## src/dcs_defs.svh

```systemverilog
`ifndef DCS_DEFS_SVH
`define DCS_DEFS_SVH
// Register byte offsets
`define DCS_OFF_STATUS 12'h000
`define DCS_OFF_CTRL 12'h004
// Status field positions
`define DCS_BIT_ACTIVE 10
`define DCS_BIT_EOT 9
`define DCS_BIT_EOC 8
`define DCS_BIT_MEMF 6
`define DCS_BIT_LBF 5
// Control field positions
`define DCS_BIT_START 0
`define DCS_BIT_IEN 1
// Reset values
`define DCS_RST_STATUS 32'h0000_0000
`define DCS_RST_CTRL 32'h0000_0000
`endif

```

## src/dcs_pkg.sv

```systemverilog
package dcs_pkg;
    typedef enum logic [1:0] {
        DCS_IDLE,
        DCS_BUSY
    } dcs_state_t;

    // Events reported by the transfer engine, one-cycle pulses
    typedef struct packed {
        logic done;
        logic last;
        logic master_abort;
        logic target_abort;
        logic parity_err;
        logic bus_fault;
    } dcs_evt_t;

    typedef struct packed {
        logic active;
        logic eot;
        logic eoc;
        logic memf;
        logic lbf;
    } dcs_flags_t;
endpackage

```

## src/dcs_status.sv

```systemverilog
// How it works
// - Active flag bit 10 stays set while channel performs transfers.
// - Active flag reads clear when idle; channel may be reconfigured.
// - Active clears when count reaches zero on last chain descriptor.
// - A PCI master-abort ends the transfer and clears active.
// - A PCI target-abort ends the transfer and clears active.
// - A local memory parity error ends the transfer and clears active.
// - Bit 9 sets when interrupting after error-free non-last descriptor.
// - Bit 8 sets when interrupting after error-free last descriptor.
// - Bit 6 sets on parity error reading data or descriptors.
// - Bit 5 sets on local bus fault during data or descriptor access.
`timescale 1ns/1ps
`include "dcs_defs.svh"

module dcs_status
    import dcs_pkg::*;
(
    input wire logic I_MCLK,
    input wire logic I_RST,
    input wire logic I_PSEL,
    input wire logic I_PENABLE,
    input wire logic I_PWRITE,
    input wire logic [11:0] I_PADDR,
    input wire logic [31:0] I_PWDATA,
    input wire logic [3:0] I_PSTRB,
    output logic [31:0] O_PRDATA,
    output logic O_PREADY,
    output logic O_PSLVERR,
    input wire dcs_evt_t I_EVT,
    output logic O_START,
    output logic O_ACTIVE,
    output logic O_IRQ
);
    dcs_state_t state_q, state_d;
    dcs_flags_t flags_q, flags_d;
    logic ien_q, ien_d;
    logic start_q, start_d;
    logic irq_q, irq_d;
    logic [31:0] prdata_q, prdata_d;
    logic wr_acc, rd_setup, hit_status, hit_ctrl, err_end, ok_end;
    logic [31:0] w1c;

    assign wr_acc = I_PSEL && I_PENABLE && I_PWRITE;
    // Read data is captured in the setup cycle so the access phase sees a flop
    assign rd_setup = I_PSEL && !I_PENABLE && !I_PWRITE;
    assign hit_status = (I_PADDR == `DCS_OFF_STATUS);
    assign hit_ctrl = (I_PADDR == `DCS_OFF_CTRL);
    assign err_end = I_EVT.master_abort || I_EVT.target_abort || I_EVT.parity_err
                     || I_EVT.bus_fault;
    assign ok_end = I_EVT.done && !err_end;
    // Write-one-to-clear mask; only lane 1 and lane 0 hold flags
    assign w1c = (wr_acc && hit_status)
        ? {16'h0000, I_PWDATA[15:8] & {8{I_PSTRB[1]}}, I_PWDATA[7:0] & {8{I_PSTRB[0]}}}
        : 32'h0000_0000;

    always_comb begin
        state_d = state_q;
        flags_d = flags_q;
        ien_d = ien_q;
        start_d = 1'b0;
        irq_d = 1'b0;
        prdata_d = prdata_q;
        if (wr_acc && hit_ctrl && I_PSTRB[0]) begin
            ien_d = I_PWDATA[`DCS_BIT_IEN];
        end
        // Software clears first so a same-cycle hardware event still wins
        if (w1c[`DCS_BIT_EOT]) flags_d.eot = 1'b0;
        if (w1c[`DCS_BIT_EOC]) flags_d.eoc = 1'b0;
        if (w1c[`DCS_BIT_MEMF]) flags_d.memf = 1'b0;
        if (w1c[`DCS_BIT_LBF]) flags_d.lbf = 1'b0;
        // Fault flags record even while idle, e.g. a stray descriptor fetch
        if (I_EVT.parity_err) flags_d.memf = 1'b1;
        if (I_EVT.bus_fault) flags_d.lbf = 1'b1;
        case (state_q)
            DCS_IDLE: begin
                // Start only honoured while idle
                if (wr_acc && hit_ctrl && I_PSTRB[0] && I_PWDATA[`DCS_BIT_START]) begin
                    state_d = DCS_BUSY;
                    start_d = 1'b1;
                end
            end
            DCS_BUSY: begin
                if (err_end) begin
                    // Errors take priority over a coincident completion
                    state_d = DCS_IDLE;
                end else if (ok_end) begin
                    if (I_EVT.last) begin
                        state_d = DCS_IDLE;
                        flags_d.eoc = 1'b1;
                    end else begin
                        flags_d.eot = 1'b1;
                    end
                    irq_d = ien_q;
                end
            end
            default: begin
                state_d = DCS_IDLE;
            end
        endcase
        flags_d.active = (state_d == DCS_BUSY);
        // Limitation: a flag that changes during the access phase shows next read
        if (rd_setup) begin
            prdata_d = 32'h0000_0000;
            if (hit_status) begin
                prdata_d[`DCS_BIT_ACTIVE] = flags_q.active;
                prdata_d[`DCS_BIT_EOT] = flags_q.eot;
                prdata_d[`DCS_BIT_EOC] = flags_q.eoc;
                prdata_d[`DCS_BIT_MEMF] = flags_q.memf;
                prdata_d[`DCS_BIT_LBF] = flags_q.lbf;
            end else if (hit_ctrl) begin
                prdata_d[`DCS_BIT_IEN] = ien_q;
            end
        end
    end

    always_ff @(posedge I_MCLK) begin
        if (I_RST) begin
            state_q <= DCS_IDLE;
            flags_q <= '0;
            ien_q <= 1'b0;
            start_q <= 1'b0;
            irq_q <= 1'b0;
            prdata_q <= `DCS_RST_STATUS;
        end else begin
            state_q <= state_d;
            flags_q <= flags_d;
            ien_q <= ien_d;
            start_q <= start_d;
            irq_q <= irq_d;
            prdata_q <= prdata_d;
        end
    end

    // Zero wait states; data was registered one cycle earlier in setup
    assign O_PREADY = 1'b1;
    assign O_PRDATA = prdata_q;
    assign O_PSLVERR = (I_PSEL && I_PENABLE) && !(hit_status || hit_ctrl);
    assign O_START = start_q;
    assign O_ACTIVE = flags_q.active;
    assign O_IRQ = irq_q;
endmodule // dcs_status

```

## config.mk

```make
export PLATFORM = sky130hd
export DESIGN_NAME = dcs_status
export DESIGN_NICKNAME = d
export VERILOG_FILES = /design/src/dcs_pkg.sv /design/src/dcs_status.sv
export VERILOG_INCLUDE_DIRS = /design/src /design/src/src
export SDC_FILE = /design/constraint.sdc
export NUM_CORES = 1
export LEC_CHECK = 0
export CAP_MARGIN = 10
export CORE_MARGIN = 5
export CORE_UTILIZATION = 23
export CTS_CLUSTER_DIAMETER = 100
export DETAILED_ROUTE_END_ITERATION = 16
export DONT_BUFFER_PORTS = 1
export SYNTH_ARGS = -nofsm -noshare
export SYNTH_HDL_FRONTEND = slang
export SYNTH_SLANG_ARGS = --single-unit
```

## constraint.sdc

```tcl
create_clock -name I_MCLK -period 2.2 [get_ports I_MCLK]
set_input_delay 0.22 -clock I_MCLK [delete_from_list [all_inputs] [get_ports I_MCLK]]
set_output_delay 0.22 -clock I_MCLK [all_outputs]
set_load 0.02 [all_outputs]
```

==> impl_metrics.csv <==
group,metric,value,unit
grt,antenna_found_initial,0,
detailed_routing,vias,713,
floorplanning,start_util,24.1,%
sta,worst_pin_slew,0.588,ns
grt,use_met3,7.08,%
synthesis,syn_avg_cell_area,8.95,µm²
sta,fin_skew,0.00457,ns
cts,cts_resized,0,
cts,cts_tree,"yes",
synthesis,netlist_top_cells_count,"27 x buf_4, 16 x dfxtp_1, 6 x and3_1",
setup_path,slowest_delay,0.33,ns
sta,fin_crit_sh,61.3,%
sta,finalSetupViolations,0,
power,vdd_drop_max,0.000168,V
synthesis,synth_simple_gate_area_share,29.2,%
setup_path,slowest_stage,"nor4_1",
grt,grt_use_met2,11.7,%
detailed_routing,drc,0,
synthesis,synth_seq_cells,16,
setup_path,critical-path-top-delay-family,"simple AND/OR/NAND/NOR gates",
cts,insertion_delay,0.25,ns
setup_path,arrival,1.13,ns
floorplanning,num_rows,23,
place,pre_cts_slack,0.640,ns
floorplanning,die_area,0.00565,mm²
setup_path,crit_chain,"nor4_1 -> nand3_1 -> and3_1",
setup_path,critPathLaunchType,"input pin",
layout,nets,168,
synthesis,synthArstFlopShare,0,%
worst_hold_path,hp-class,"input pin to flop",
power,p_leak,0.372,nW
synthesis,yosysUniqueCellTypes,33,
power,p_per_area,648,mW/mm²
synthesis,synth_top_family_by_area,"simple AND/OR/NAND/NOR gates",
place,dpl.hpwl,1950,µm
detailed_routing,routed_via_density,4.51,
sta,finalMaxSlewViolations,0,
floorplanning,dieWidth,75.1,µm
floorplanning,core,0.00406,mm²
synthesis,synth_top_area_share,32.8,%
run_status,status,"complete, no violations",
grt,track_usage,8.23,%
setup_path,crit_buf_inv,0,
synthesis,seq_area_frac_synth,32.8,%
synthesis,synth-edff-count,0,
grt,overflow,0,
grt,grt_pass1_vias,627,
synthesis,yosys_warnings,0,
grt,met1_usage,8.87,%
layout,antenna_cells,0,
sta,relSlewSlack,60.4,%
detailed_routing,antenna_left,0,
cts,clk_pin_slew,0.07,ns
cts,cts-root-buf,"clkbuf_8",
synthesis,synthAdderAreaFrac,0,%
place,placed_cell_area,907,µm²
place,placed_cells,154,
floorplanning,io_pins,96,
layout,design_area,962,µm²
synthesis,synth_compound_area_share,11.9,%
cts,cts_sinks,16,
sta,hold_viol_final,0,
place,gp_congestion,0.751,
layout,drive_above_1_share,7.41,%
synthesis,syn_area,976,µm²
power,finalPower,0.000623,W
synthesis,netlist.top_cell.by_area,"dfxtp_1",
cts,cts_buffers,3,
sta,fin_crit,1.35,ns
detailed_routing,wl,2340,µm
synthesis,synth_top_flop_cell,"dfxtp_1",
detailed_routing,dr.pass1.iters,4,
setup_path,critPathCaptureType,"primary output",
layout,area_growth,-1.41,%
synthesis,synthCells,109,
sta,fmax,741,MHz
setup_path,cp.required,1.98,ns
synthesis,ys_top_cells_by_area,"dfxtp_1 33%, buf_4 21%, a32o_1 5.1%, and3_1 3.8%, nor3b_1 3.8%",
detailed_routing,drt_iter0_drc,35,
setup_path,worstSetupPathType,"input pin to primary output",
floorplanning,fp.dieH,75.1,µm
cts,clockBufferDepth,2,
synthesis,synth_xor_area_share,0,%
place,portBuffers,0,
synthesis,synthMuxAreaShare,1.03,%
grt,grt_max_degree,12,
layout,final.fill_count,441,
setup_path,cp_max_fo,5,
cts,cts_hold_buf,0,
cts,postCtsSetupRepairBufs,0,
detailed_routing,wl_per_cell,14.8,µm
grt,gr-max-usage-layer,"met2",
layout,fin_cells,158,
job,drv_cap,0,
sta,tns,0,ns
sta,setup_ws,0.851,ns
grt,grt_pass1_wl,3310,µm
cts,cts_max_level,1,
synthesis,yosysMostFrequentCell,"buf_4",
sta,rsz0062_at_grt,"no",
## routing by layer
| metal | up-vias | routed length [µm] |
|---|---|---|
| li1 | 343 | - |
| met1 | 329 | 816 |
| met2 | 36 | 1070 |
| met3 | 5 | 422 |
| met4 | 0 | 28 |
| met5 | - | 0 |
## per-stage QoR
step / util, % / hold slack (ns)
3_5_place_dp: 22.4 / 0.297
2_1_floorplan: - / 0.359
3_3_place_gp: 22.4 / 0.296
4_1_cts: 23.7 / 0.0239
5_1_grt: 23.7 / 0.0109
6_report: 23.7 / 0.0312
## registers in the layout, summed over array words and instances, names as in the netlist
signal,cells
ien_q,1
O_ACTIVE,1
O_START,1
O_PRDATA,6
O_IRQ,1
state_q,2
flags_q,4
## power by group
group | leakage, nW | switching (W) | internal, W
Sequential | 0.130 | 0.00000189 | 0.000293
Combinational | 0.213 | 0.0000537 | 0.0000104
Clock | 0.0288 | 0.000105 | 0.000159
## layout make-up
type                    count  area (µm²)  area share (%)
flip-flops and latches     16         320            33.3
well taps                  50        62.6            6.50
inverters                   2        7.51           0.780
multi-input cells          86         517            53.7
clock buffers               4        55.1            5.72
## final timing paths
path / startpoint / end / slack [ns] / cells after the start
min: I_RST / flags_q[1] / 0.03 / 1
max reg2reg: state_q[1] / O_ACTIVE / 0.89 / 3
max: I_PADDR[1] / O_PSLVERR / 0.85 / 3
min reg2reg: ien_q / O_PRDATA[1] / 0.49 / 2
## cells in the final DEF (no fill, tap or decap)
cell type  instances
inv_1              2
or4b_1             2
nand4_2            1
a32o_1             5
nand3_1            2
or4_1              1
nor2_1             5
nor3b_1            5
mux2i_1            1
nand4b_1           1
a31oi_1            2
and3_1             6
a21oi_1            1
or4_4              2
o21ai_0            2
o31ai_1            2
nand2b_1           2
a211oi_1           2
nand2_1            4
or3b_1             1
nand4_1            1
nor4_1             4
dfxtp_1           16
nor3_1             2
o41ai_1            1
and4b_1            1
clkbuf_8           4
nor4bb_1           1
nor4_2             1
conb_1            28
## cell families after synthesis
group / Yosys count
AND/OR/NAND/NOR: 42
buffers and inverters: 33
flip-flops: 16
AO/OA/AOI/OAI: 15
other: 2
multiplexers: 1
(Power assumes the default switching activity.)
